### config.mk
export PLATFORM = sky130hd
export DESIGN_NAME = gpc_top
export DESIGN_NICKNAME = d
export VERILOG_FILES = /design/src/rtl/gpc_pkg.sv /design/src/rtl/gpc_port_slice.sv /design/src/rtl/gpc_top.sv
export SDC_FILE = /design/constraint.sdc
export NUM_CORES = 1
export LEC_CHECK = 0
export BUFFER_PORTS_ARGS = -buffer_cell sky130_fd_sc_hd__buf_2
export CAP_MARGIN = 15
export CORE_MARGIN = 1.5
export CORE_UTILIZATION = 47
export CTS_CLUSTER_DIAMETER = 40
export DETAILED_ROUTE_END_ITERATION = 8
export HOLD_SLACK_MARGIN = 0.15
export PLACE_DENSITY = 0.85
export SYNTH_ARGS = -nofsm -noshare
export SYNTH_HDL_FRONTEND = slang
export SYNTH_SLANG_ARGS = --single-unit
### constraint.sdc
create_clock -name CLK_SYS_IN -period 1.7 [get_ports CLK_SYS_IN]
set_input_delay 0.34 -clock CLK_SYS_IN [delete_from_list [all_inputs] [get_ports CLK_SYS_IN]]
set_output_delay 0.34 -clock CLK_SYS_IN [all_outputs]
set_load 0.02 [all_outputs]
### src/rtl/gpc_pkg.sv
package gpc_pkg;
    localparam int          ADDR_W   = 18;
    localparam int          DATA_W   = 32;
    localparam int          NSLOT    = 8;
    localparam logic [15:0] IDX_NONE = 16'h0000;

    // Slots hold ports 0,1,2,3,5,7,8,9 in that order
    localparam int          SLOT_W   [NSLOT] = '{4, 2, 7, 4, 4, 3, 2, 8};
    localparam logic [15:0] IDX_DAT  [NSLOT] = '{16'hff00, 16'hff01, 16'hff02, 16'hff03,
                                                 16'hff05, 16'hff07, 16'hff08, 16'hff09};
    localparam logic [15:0] IDX_DIR  [NSLOT] = '{16'hff20, 16'hff21, 16'hff22, 16'hff23,
                                                 16'hff25, 16'hff27, 16'hff28, 16'hff29};
    localparam logic [15:0] IDX_PUB  [NSLOT] = '{IDX_NONE, IDX_NONE, 16'hff32, 16'hff33,
                                                 IDX_NONE, 16'hff37, 16'hff38, 16'hff39};
    localparam int          SLOT_OD      = 4;
    localparam int          SLOT_LARGE   = 6;
    localparam logic [15:0] IDX_DAT6     = 16'hff06;
    localparam logic [15:0] IDX_PU0      = 16'hfff7;

    // Shared pull-up option register fields
    localparam int          PU0_P0_BIT   = 0;
    localparam int          PU0_P1_BIT   = 1;
    localparam logic [1:0]  PU0_RST      = 2'h0;

    // Reset values
    localparam logic [7:0]  DIR_RST      = 8'hff;
    localparam logic [7:0]  PUB_RST      = 8'h00;
    localparam logic [7:0]  LAT_RST      = 8'h00;
endpackage

### src/rtl/gpc_port_slice.sv
`timescale 1ns/10ps
module gpc_port_slice
    import gpc_pkg::*;
#(
    parameter int W          = 8,
    parameter bit HAS_PUB    = 1'b1,
    parameter bit OPEN_DRAIN = 1'b0
) (
    // Clock and reset
    input  wire logic         clk_in,
    input  wire logic         rst_n_in,
    // Register writes
    input  wire logic         wr_dat_in,
    input  wire logic         wr_dir_in,
    input  wire logic         wr_pub_in,
    input  wire logic [7:0]   wdat_in,
    // Pin side and alternate function
    input  wire logic [W-1:0] pin_in,
    input  wire logic [W-1:0] grp_pu_in,
    input  wire logic [W-1:0] alt_sel_in,
    input  wire logic [W-1:0] alt_do_in,
    // Register read values
    output logic      [7:0]   rd_dat_out,
    output logic      [7:0]   rd_dir_out,
    output logic      [7:0]   rd_pub_out,
    // Pin drive
    output logic      [W-1:0] do_out,
    output logic      [W-1:0] oe_n_out,
    output logic      [W-1:0] pu_out
);
    logic [W-1:0] dir_ff;
    logic [W-1:0] lat_ff;
    logic [W-1:0] pub_ff;
    logic [W-1:0] do_ff;
    logic [W-1:0] oe_n_ff;
    logic [W-1:0] pu_ff;
    logic [W-1:0] out_mode;
    logic [W-1:0] pu_sel;
    logic [W-1:0] src;
    logic [W-1:0] nxt_do;
    logic [W-1:0] nxt_oe_n;
    logic [W-1:0] nxt_pu;

    assign out_mode = ~dir_ff;
    // Own register or shared group bit
    assign pu_sel   = HAS_PUB ? pub_ff : grp_pu_in;
    assign src      = (alt_sel_in & alt_do_in) | (~alt_sel_in & lat_ff);
    assign nxt_do   = OPEN_DRAIN ? '0 : src;
    assign nxt_oe_n = OPEN_DRAIN ? ~(out_mode & ~src) : ~out_mode;
    assign nxt_pu   = pu_sel & dir_ff;

    // Pin in input, latch in output
    assign rd_dat_out = 8'((dir_ff & pin_in) | (out_mode & lat_ff));
    // Unimplemented direction bits read as one
    assign rd_dir_out = ~8'(out_mode);
    assign rd_pub_out = HAS_PUB ? 8'(pub_ff) : 8'h00;

    // Registered pin drive
    assign do_out   = do_ff;
    assign oe_n_out = oe_n_ff;
    assign pu_out   = pu_ff;

    always_ff @(posedge clk_in or negedge rst_n_in) begin
        if (!rst_n_in) begin
            dir_ff <= DIR_RST[W-1:0];
        end else if (wr_dir_in) begin
            dir_ff <= wdat_in[W-1:0];
        end
    end

    always_ff @(posedge clk_in or negedge rst_n_in) begin
        if (!rst_n_in) begin
            lat_ff <= LAT_RST[W-1:0];
        end else if (wr_dat_in) begin
            lat_ff <= wdat_in[W-1:0];
        end
    end

    always_ff @(posedge clk_in or negedge rst_n_in) begin
        if (!rst_n_in) begin
            pub_ff <= PUB_RST[W-1:0];
        end else if (wr_pub_in && HAS_PUB) begin
            pub_ff <= wdat_in[W-1:0];
        end
    end

    always_ff @(posedge clk_in or negedge rst_n_in) begin
        if (!rst_n_in) begin
            do_ff   <= '0;
            oe_n_ff <= '1;
            pu_ff   <= '0;
        end else begin
            do_ff   <= nxt_do;
            oe_n_ff <= nxt_oe_n;
            pu_ff   <= nxt_pu;
        end
    end
endmodule

### src/rtl/gpc_top.sv
// Design decisions made here: the Wishbone register port and the address map.
`timescale 1ns/10ps
module gpc_top
    import gpc_pkg::*;
#(
    parameter bit LARGE_VARIANT = 1'b1
) (
    // Clock and reset
    input  wire logic                      CLK_SYS_IN,
    input  wire logic                      RST_N_IN,
    // Wishbone slave
    input  wire logic                      WB_CYC_IN,
    input  wire logic                      WB_STB_IN,
    input  wire logic                      WB_WE_IN,
    input  wire logic [gpc_pkg::ADDR_W-1:0] WB_ADR_IN,
    input  wire logic [3:0]                WB_SEL_IN,
    input  wire logic [gpc_pkg::DATA_W-1:0] WB_DAT_IN,
    output logic      [gpc_pkg::DATA_W-1:0] WB_DAT_OUT,
    output logic                           WB_ACK_OUT,
    // Port 0
    input  wire logic [3:0]                PORT0_PIN_IN,
    output logic      [3:0]                PORT0_DO_OUT,
    output logic      [3:0]                PORT0_OE_N_OUT,
    output logic      [3:0]                PORT0_PU_OUT,
    // Port 1
    input  wire logic [1:0]                PORT1_PIN_IN,
    output logic      [1:0]                PORT1_DO_OUT,
    output logic      [1:0]                PORT1_OE_N_OUT,
    output logic      [1:0]                PORT1_PU_OUT,
    // Port 2 and its alternate outputs
    input  wire logic [6:0]                PORT2_PIN_IN,
    input  wire logic [6:0]                PORT2_ALT_SEL_IN,
    input  wire logic [6:0]                PORT2_ALT_DO_IN,
    output logic      [6:0]                PORT2_DO_OUT,
    output logic      [6:0]                PORT2_OE_N_OUT,
    output logic      [6:0]                PORT2_PU_OUT,
    // Port 3 and its alternate outputs
    input  wire logic [3:0]                PORT3_PIN_IN,
    input  wire logic [3:0]                PORT3_ALT_SEL_IN,
    input  wire logic [3:0]                PORT3_ALT_DO_IN,
    output logic      [3:0]                PORT3_DO_OUT,
    output logic      [3:0]                PORT3_OE_N_OUT,
    output logic      [3:0]                PORT3_PU_OUT,
    output logic      [3:0]                PORT3_ALT_PIN_OUT,
    // Port 5, open drain
    input  wire logic [3:0]                PORT5_PIN_IN,
    output logic      [3:0]                PORT5_DO_OUT,
    output logic      [3:0]                PORT5_OE_N_OUT,
    // Port 6, input only
    input  wire logic [5:0]                PORT6_PIN_IN,
    output logic      [5:0]                ANALOG_IN_OUT,
    // Port 7
    input  wire logic [2:0]                PORT7_PIN_IN,
    output logic      [2:0]                PORT7_DO_OUT,
    output logic      [2:0]                PORT7_OE_N_OUT,
    output logic      [2:0]                PORT7_PU_OUT,
    // Port 8
    input  wire logic [1:0]                PORT8_PIN_IN,
    output logic      [1:0]                PORT8_DO_OUT,
    output logic      [1:0]                PORT8_OE_N_OUT,
    output logic      [1:0]                PORT8_PU_OUT,
    // Port 9
    input  wire logic [7:0]                PORT9_PIN_IN,
    output logic      [7:0]                PORT9_DO_OUT,
    output logic      [7:0]                PORT9_OE_N_OUT,
    output logic      [7:0]                PORT9_PU_OUT
);
    import gpc_pkg::*;

    // Per-slot vectors, padded to a byte
    logic [7:0]        pin_v     [NSLOT];
    logic [7:0]        grp_v     [NSLOT];
    logic [7:0]        alt_sel_v [NSLOT];
    logic [7:0]        alt_do_v  [NSLOT];
    logic [7:0]        do_v      [NSLOT];
    logic [7:0]        oe_n_v    [NSLOT];
    logic [7:0]        pu_v      [NSLOT];
    logic [7:0]        rd_dat_v  [NSLOT];
    logic [7:0]        rd_dir_v  [NSLOT];
    logic [7:0]        rd_pub_v  [NSLOT];
    logic [NSLOT-1:0]  hit_dat;
    logic [NSLOT-1:0]  hit_dir;
    logic [NSLOT-1:0]  hit_pub;
    logic [NSLOT-1:0]  present;

    // Bus state
    logic              ack_ff;
    logic [DATA_W-1:0] rdat_ff;
    logic [1:0]        pu0_ff;
    logic [5:0]        ana_ff;
    logic [3:0]        p3_alt_ff;
    logic [15:0]       idx;
    logic              req;
    logic              wr_go;
    logic              rd_go;
    logic              hit_pu0;
    logic              hit_dat6;
    logic [7:0]        rd_mux;

    // Bus decode: one register per word
    assign idx      = WB_ADR_IN[ADDR_W-1:2];
    assign req      = WB_CYC_IN & WB_STB_IN;
    // Write lands on the edge where ack is seen high
    assign wr_go    = req & ack_ff & WB_WE_IN & WB_SEL_IN[0];
    assign rd_go    = req & ~ack_ff;
    assign hit_pu0  = (idx == IDX_PU0);
    assign hit_dat6 = (idx == IDX_DAT6);

    // Pack pins into slots
    assign pin_v[0] = {4'h0, PORT0_PIN_IN};
    assign pin_v[1] = {6'h00, PORT1_PIN_IN};
    assign pin_v[2] = {1'b0, PORT2_PIN_IN};
    assign pin_v[3] = {4'h0, PORT3_PIN_IN};
    assign pin_v[4] = {4'h0, PORT5_PIN_IN};
    assign pin_v[5] = {5'h00, PORT7_PIN_IN};
    assign pin_v[6] = {6'h00, PORT8_PIN_IN};
    assign pin_v[7] = PORT9_PIN_IN;

    // Whole first port follows one bit
    assign grp_v[0] = {4'h0, {4{pu0_ff[PU0_P0_BIT]}}};
    // Second port pair follows one bit
    assign grp_v[1] = {6'h00, {2{pu0_ff[PU0_P1_BIT]}}};
    // Other slots take no shared bit; open drain has no pull-up source
    assign grp_v[2] = 8'h00;
    assign grp_v[3] = 8'h00;
    assign grp_v[4] = 8'h00;
    assign grp_v[5] = 8'h00;
    assign grp_v[6] = 8'h00;
    assign grp_v[7] = 8'h00;

    // Serial, buzzer, timer outputs on third and fourth ports
    assign alt_sel_v[2] = {1'b0, PORT2_ALT_SEL_IN};
    assign alt_do_v[2]  = {1'b0, PORT2_ALT_DO_IN};
    assign alt_sel_v[3] = {4'h0, PORT3_ALT_SEL_IN};
    assign alt_do_v[3]  = {4'h0, PORT3_ALT_DO_IN};
    assign alt_sel_v[0] = 8'h00;
    assign alt_do_v[0]  = 8'h00;
    assign alt_sel_v[1] = 8'h00;
    assign alt_do_v[1]  = 8'h00;
    assign alt_sel_v[4] = 8'h00;
    assign alt_do_v[4]  = 8'h00;
    assign alt_sel_v[5] = 8'h00;
    assign alt_do_v[5]  = 8'h00;
    assign alt_sel_v[6] = 8'h00;
    assign alt_do_v[6]  = 8'h00;
    assign alt_sel_v[7] = 8'h00;
    assign alt_do_v[7]  = 8'h00;

    // One slice per latched port
    for (genvar k = 0; k < NSLOT; k++) begin : g_slot
        localparam int W   = SLOT_W[k];
        localparam bit HPU = (IDX_PUB[k] != IDX_NONE);

        // Last two slots exist on large variant only
        assign present[k] = (k < SLOT_LARGE) || LARGE_VARIANT;
        // Data and direction registers per port, pull-up where the slot has one
        assign hit_dat[k] = present[k] && (idx == IDX_DAT[k]);
        assign hit_dir[k] = present[k] && (idx == IDX_DIR[k]);
        assign hit_pub[k] = present[k] && HPU && (idx == IDX_PUB[k]);

        gpc_port_slice #(
            .W          (W),
            .HAS_PUB    (HPU),
            .OPEN_DRAIN (k == SLOT_OD)
        ) u_slice (
            .clk_in     (CLK_SYS_IN),
            .rst_n_in   (RST_N_IN),
            .wr_dat_in  (wr_go & hit_dat[k]),
            .wr_dir_in  (wr_go & hit_dir[k]),
            .wr_pub_in  (wr_go & hit_pub[k]),
            .wdat_in    (WB_DAT_IN[7:0]),
            .pin_in     (pin_v[k][W-1:0]),
            .grp_pu_in  (grp_v[k][W-1:0]),
            .alt_sel_in (alt_sel_v[k][W-1:0]),
            .alt_do_in  (alt_do_v[k][W-1:0]),
            .rd_dat_out (rd_dat_v[k]),
            .rd_dir_out (rd_dir_v[k]),
            .rd_pub_out (rd_pub_v[k]),
            .do_out     (do_v[k][W-1:0]),
            .oe_n_out   (oe_n_v[k][W-1:0]),
            .pu_out     (pu_v[k][W-1:0])
        );
        if (W < 8) begin : g_pad
            assign do_v[k][7:W]   = '0;
            assign oe_n_v[k][7:W] = '1;
            assign pu_v[k][7:W]   = '0;
        end
    end

    // Read mux; unmapped words read zero
    always_comb begin
        rd_mux = 8'h00;
        for (int k = 0; k < NSLOT; k++) begin
            if (hit_dat[k]) begin
                rd_mux = rd_dat_v[k];
            end
            if (hit_dir[k]) begin
                rd_mux = rd_dir_v[k];
            end
            if (hit_pub[k]) begin
                rd_mux = rd_pub_v[k];
            end
        end
        if (hit_pu0) begin
            rd_mux = {6'h00, pu0_ff};
        end
        // Input-only port read straight from pins
        if (hit_dat6) begin
            rd_mux = {2'b00, PORT6_PIN_IN};
        end
    end

    // Registered ack, dropped the cycle after it is given
    always_ff @(posedge CLK_SYS_IN or negedge RST_N_IN) begin
        if (!RST_N_IN) begin
            ack_ff <= 1'b0;
        end else begin
            ack_ff <= rd_go;
        end
    end

    // Read data caught as ack rises, held while it stands
    always_ff @(posedge CLK_SYS_IN or negedge RST_N_IN) begin
        if (!RST_N_IN) begin
            rdat_ff <= '0;
        end else if (rd_go) begin
            rdat_ff <= DATA_W'(rd_mux);
        end
    end

    // Shared pull-up bits cleared at reset; upper bits not stored
    always_ff @(posedge CLK_SYS_IN or negedge RST_N_IN) begin
        if (!RST_N_IN) begin
            pu0_ff <= PU0_RST;
        end else if (wr_go && hit_pu0) begin
            pu0_ff <= WB_DAT_IN[1:0];
        end
    end

    // Analog inputs of input-only port and input functions of fourth port see registered pins
    always_ff @(posedge CLK_SYS_IN or negedge RST_N_IN) begin
        if (!RST_N_IN) begin
            ana_ff    <= '0;
            p3_alt_ff <= '0;
        end else begin
            ana_ff    <= PORT6_PIN_IN;
            p3_alt_ff <= PORT3_PIN_IN;
        end
    end

    // Outputs
    assign WB_ACK_OUT        = ack_ff;
    assign WB_DAT_OUT        = rdat_ff;
    assign ANALOG_IN_OUT     = ana_ff;
    assign PORT3_ALT_PIN_OUT = p3_alt_ff;

    // Unpack slots to pins
    assign PORT0_DO_OUT   = do_v[0][3:0];
    assign PORT0_OE_N_OUT = oe_n_v[0][3:0];
    assign PORT0_PU_OUT   = pu_v[0][3:0];
    assign PORT1_DO_OUT   = do_v[1][1:0];
    assign PORT1_OE_N_OUT = oe_n_v[1][1:0];
    assign PORT1_PU_OUT   = pu_v[1][1:0];
    assign PORT2_DO_OUT   = do_v[2][6:0];
    assign PORT2_OE_N_OUT = oe_n_v[2][6:0];
    assign PORT2_PU_OUT   = pu_v[2][6:0];
    assign PORT3_DO_OUT   = do_v[3][3:0];
    assign PORT3_OE_N_OUT = oe_n_v[3][3:0];
    assign PORT3_PU_OUT   = pu_v[3][3:0];
    assign PORT5_DO_OUT   = do_v[4][3:0];
    assign PORT5_OE_N_OUT = oe_n_v[4][3:0];
    assign PORT7_DO_OUT   = do_v[5][2:0];
    assign PORT7_OE_N_OUT = oe_n_v[5][2:0];
    assign PORT7_PU_OUT   = pu_v[5][2:0];
    assign PORT8_DO_OUT   = do_v[6][1:0];
    assign PORT8_OE_N_OUT = oe_n_v[6][1:0];
    assign PORT8_PU_OUT   = pu_v[6][1:0];
    assign PORT9_DO_OUT   = do_v[7];
    assign PORT9_OE_N_OUT = oe_n_v[7];
    assign PORT9_PU_OUT   = pu_v[7];
endmodule

==> impl_metrics.yaml <==
synth:
  synth_flop_cell: "dfrtp_1"
  yosysWarnings: 0
  async_reset_ff_frac: 1.00
  avgSynthCellArea_um2: 12.5
  synth_compound_gate_area_share: 0.0910
  synth_edf_count: 0
  synthAdderAreaFrac: 0
  ys_seq_area_frac: 0.570
  synthXorXnorAreaFrac: 0
  synth.distinct_cells: 76
  syn-instance-count: 737
  synth_area_mm2: 0.00924
  ys_seq_elements: 207
  synth_top_family_by_area: "simple AND/OR/NAND/NOR gates"
  synthMuxAreaShare: 0.145
  yosys.area_share.simple: 0.148
cts:
  clock_path_buffers: 3
  htree_num_levels: 1
  path_clk_slew_ns: 0.07
  clock_sinks: 207
  cts_buffers: 26
  clock-root-buffer: "clkbuf_16"
  cts_tree: "yes"
  clk_latency_ns: 0.53
floorplanning:
  row_count: 51
  coreArea_mm2: 0.0193
  die_area_mm2: 0.0205
  die_x_um: 143
  start_util: 0.478
  ios: 262
  die_y_um: 143
run_status:
  status: "complete, but fails checks"
  violations: "negative setup slack"
detailed_routing:
  wl_per_cell_um: 20.5
  drc: 0
  detailroute.via_count: 7615
  first_pass_iters: 5
  drt_iter0_markers: 465
  final_antenna_net_count: 0
  viasPerCell: 5.41
  routed_wl_mm: 28.9
timing:
  min_period_ns: 1.80
  clock_skew_ns: 0.00956
  finalMaxSlewViolations: 0
  fmax_mhz: 557
  period_share: 1.06
  setup_violations: 2
  worstMarginPinSlew_ns: 0.502
  setup-tns-final_ns: -0.110
  max_slew_margin: 0.666
  worst_slack_ns: -0.0952
  finalHoldViolations: 0
  rsz0062_at_grt: "yes"
worst_setup_path:
  endpoint_kind: "flip-flop"
  cp.required_ns: 2.10
  start_kind: "flip-flop"
  critical_path_class: "reg2reg"
  arrival_ns: 2.19
  crit_fanout: 2
global_routing:
  grt_max_degree: 49
  busiest_layer: "met2"
  gr-usage-all-layers: 0.282
  grt_use_met1: 0.375
  grtUsageMet3: 0.0389
  met2_usage: 0.465
  grt_antenna_before_repair: 1
  grt.overflow.total: 0
  grt_pass1_wl_mm: 43.6
  grt_pass1_vias: 7677
placement:
  dp_hpwl_mm: 21.0
  dpl_cell_area_mm2: 0.0116
  io_buffers: 204
  dp.cells: 1318
  place_congestion: 1.03
finish:
  fin_nets: 1243
  final_area_mm2: 0.0131
  finalNonFillerCells: 1407
  seqCellArea_mm2: 0.00527
  syn2layout_area_growth_pct: 41.7
  drive_gt1_frac: 0.573
  final_util: 0.677
  n_fill_cell: 1419
  multi_input_area_mm2: 0.00394
worst_hold_path:
  hold_class: "in2reg"
power:
  peakVddDrop_uv: 755
  powerDensity_mw_per_mm2: 855
  p_leak_nw: 6.42
run:
  maxCapViolations: 0
final cells by class:
cell class	instances	share of cell area
inverters	11	0.00315
clock inverters	13	0.00918
multi-input cells	487	0.301
repair buffers	389	0.202
diodes	1	0.000191
flip-flops and latches	207	0.402
well taps	265	0.0253
clock buffers	34	0.0567
kinds of logic (layout without fill, tap and decap cells):
logic type             after synthesis  count (layout)
multiplexers                       120             120
other                                1              29
buffers and inverters               71             447
AO/OA/AOI/OAI                      126             126
AND/OR/NAND/NOR                    212             213
flip-flops                         207             207
Yosys cell counts (4+ instances only):
master	n	area [um2]
mux2i_1	8	80.1
a211oi_1	10	75.1
buf_4	31	233
nor4bb_1	4	40.0
nor2_1	31	116
and4_1	4	35.0
o211ai_1	5	37.5
dfrtp_1	139	3480
o21a_1	4	30.0
nand2_1	40	150
nand2b_1	4	25.0
nor2b_1	6	37.5
nand3_1	16	80.1
nor3_1	12	60.1
a21oi_1	26	130
nand4_1	10	62.6
dfstp_2	68	1790
o22ai_1	6	37.5
nor3b_1	5	37.5
and2_1	31	194
or2_2	6	37.5
a32oi_1	6	52.6
o2111ai_1	4	35.0
mux2_2	111	1250
and3_1	6	37.5
clkbuf_1	16	60.1
a22oi_1	4	30.0
o21ai_0	28	140
buf_2	9	45.0
inv_1	11	41.3
o21ai_1	6	30.0
worst max-delay path: stages (launching register included):
cell and delay [ns]:
dfstp_2 0.54, mux2_4 0.31, o21ai_2 0.16, nand2_2 0.09, o2111ai_2 0.08, nand3_2 0.11
o311ai_2 0.27, a21oi_1 0.10
flip-flops by register name, summed over array words and instances (netlist names), 6 cells and up:
signal / flops
ANALOG_IN_OUT: 6
WB_DAT_OUT: 8
g_slot.u_slice.dir_ff: 34
g_slot.u_slice.do_out: 30
g_slot.u_slice.lat_ff: 34
g_slot.u_slice.oe_n_out: 34
g_slot.u_slice.pu_out: 30
g_slot.u_slice.pu_sel: 16
g_slot.u_slice.rd_pub_out: 8
through the flow:
stage                     power, mW  setup WS, ns  hold slack [ns]
after floorplan                5.40        -0.337           0.0444
after global placement         5.76        -0.659            0.326
after detailed placement       5.77        -0.627            0.328
after CTS                      11.2       -0.0835            0.154
after global routing           11.5        -0.145            0.166
final                          11.2       -0.0952            0.177
what timing repair did:
item / in CTS / in global routing
gates cloned: 1 / 0
gates resized for setup: 21 / 42
endpoints found under the hold margin: 143 / 0
setup endpoints to repair: 47 / 62
pin swaps: 7 / 23
hold buffers: 35 / 0
setup buffers: 1 / 4
report_power, final:
group | internal, mW | switching, mW | leakage [nW]
sequential | 4.97 | 0.0121 | 2.60
clock | 3.25 | 2.15 | 0.418
combinational | 0.325 | 0.481 | 3.40
cells in the final DEF, fill, tap and decap left out, types with 22 or more instances in the layout:
| master | count |
|---|---|
| dfrtp_1 | 138 |
| nor2_1 | 25 |
| o21ai_0 | 22 |
| nand2_1 | 33 |
| conb_1 | 28 |
| a21oi_1 | 26 |
| clkbuf_16 | 27 |
| buf_2 | 200 |
| mux2_2 | 106 |
| and2_1 | 31 |
| dfstp_2 | 68 |
| buf_4 | 141 |
| dlygate4sd3_1 | 35 |
worst paths after layout:
check	start	endpoint	slack [ns]	cells after the start
setup / recovery	g_slot[1].u_slice.dir_ff[0]	WB_DAT_OUT[0]	-0.1	7
hold / removal	WB_DAT_IN[4]	g_slot[7].u_slice.lat_ff[4]	0.18	2
setup reg to reg	g_slot[1].u_slice.dir_ff[0]	WB_DAT_OUT[0]	-0.1	7
hold reg to reg	g_slot[7].u_slice.dir_ff[4]	g_slot[7].u_slice.oe_n_out[4]	0.38	0
max in group asynchronous	RST_N_IN	g_slot[4].u_slice.dir_ff[1]	0.70	3
min in group asynchronous	RST_N_IN	ANALOG_IN_OUT[3]	0.33	2
routing by layer:
layer / wire length (um) / vias to the layer above
li1: - / 3424
met5: 0 / -
met4: 1090 / 0
met3: 1850 / 76
met1: 12000 / 3781
met2: 14000 / 334
No activity file was read; power rests on OpenSTA's default activity.
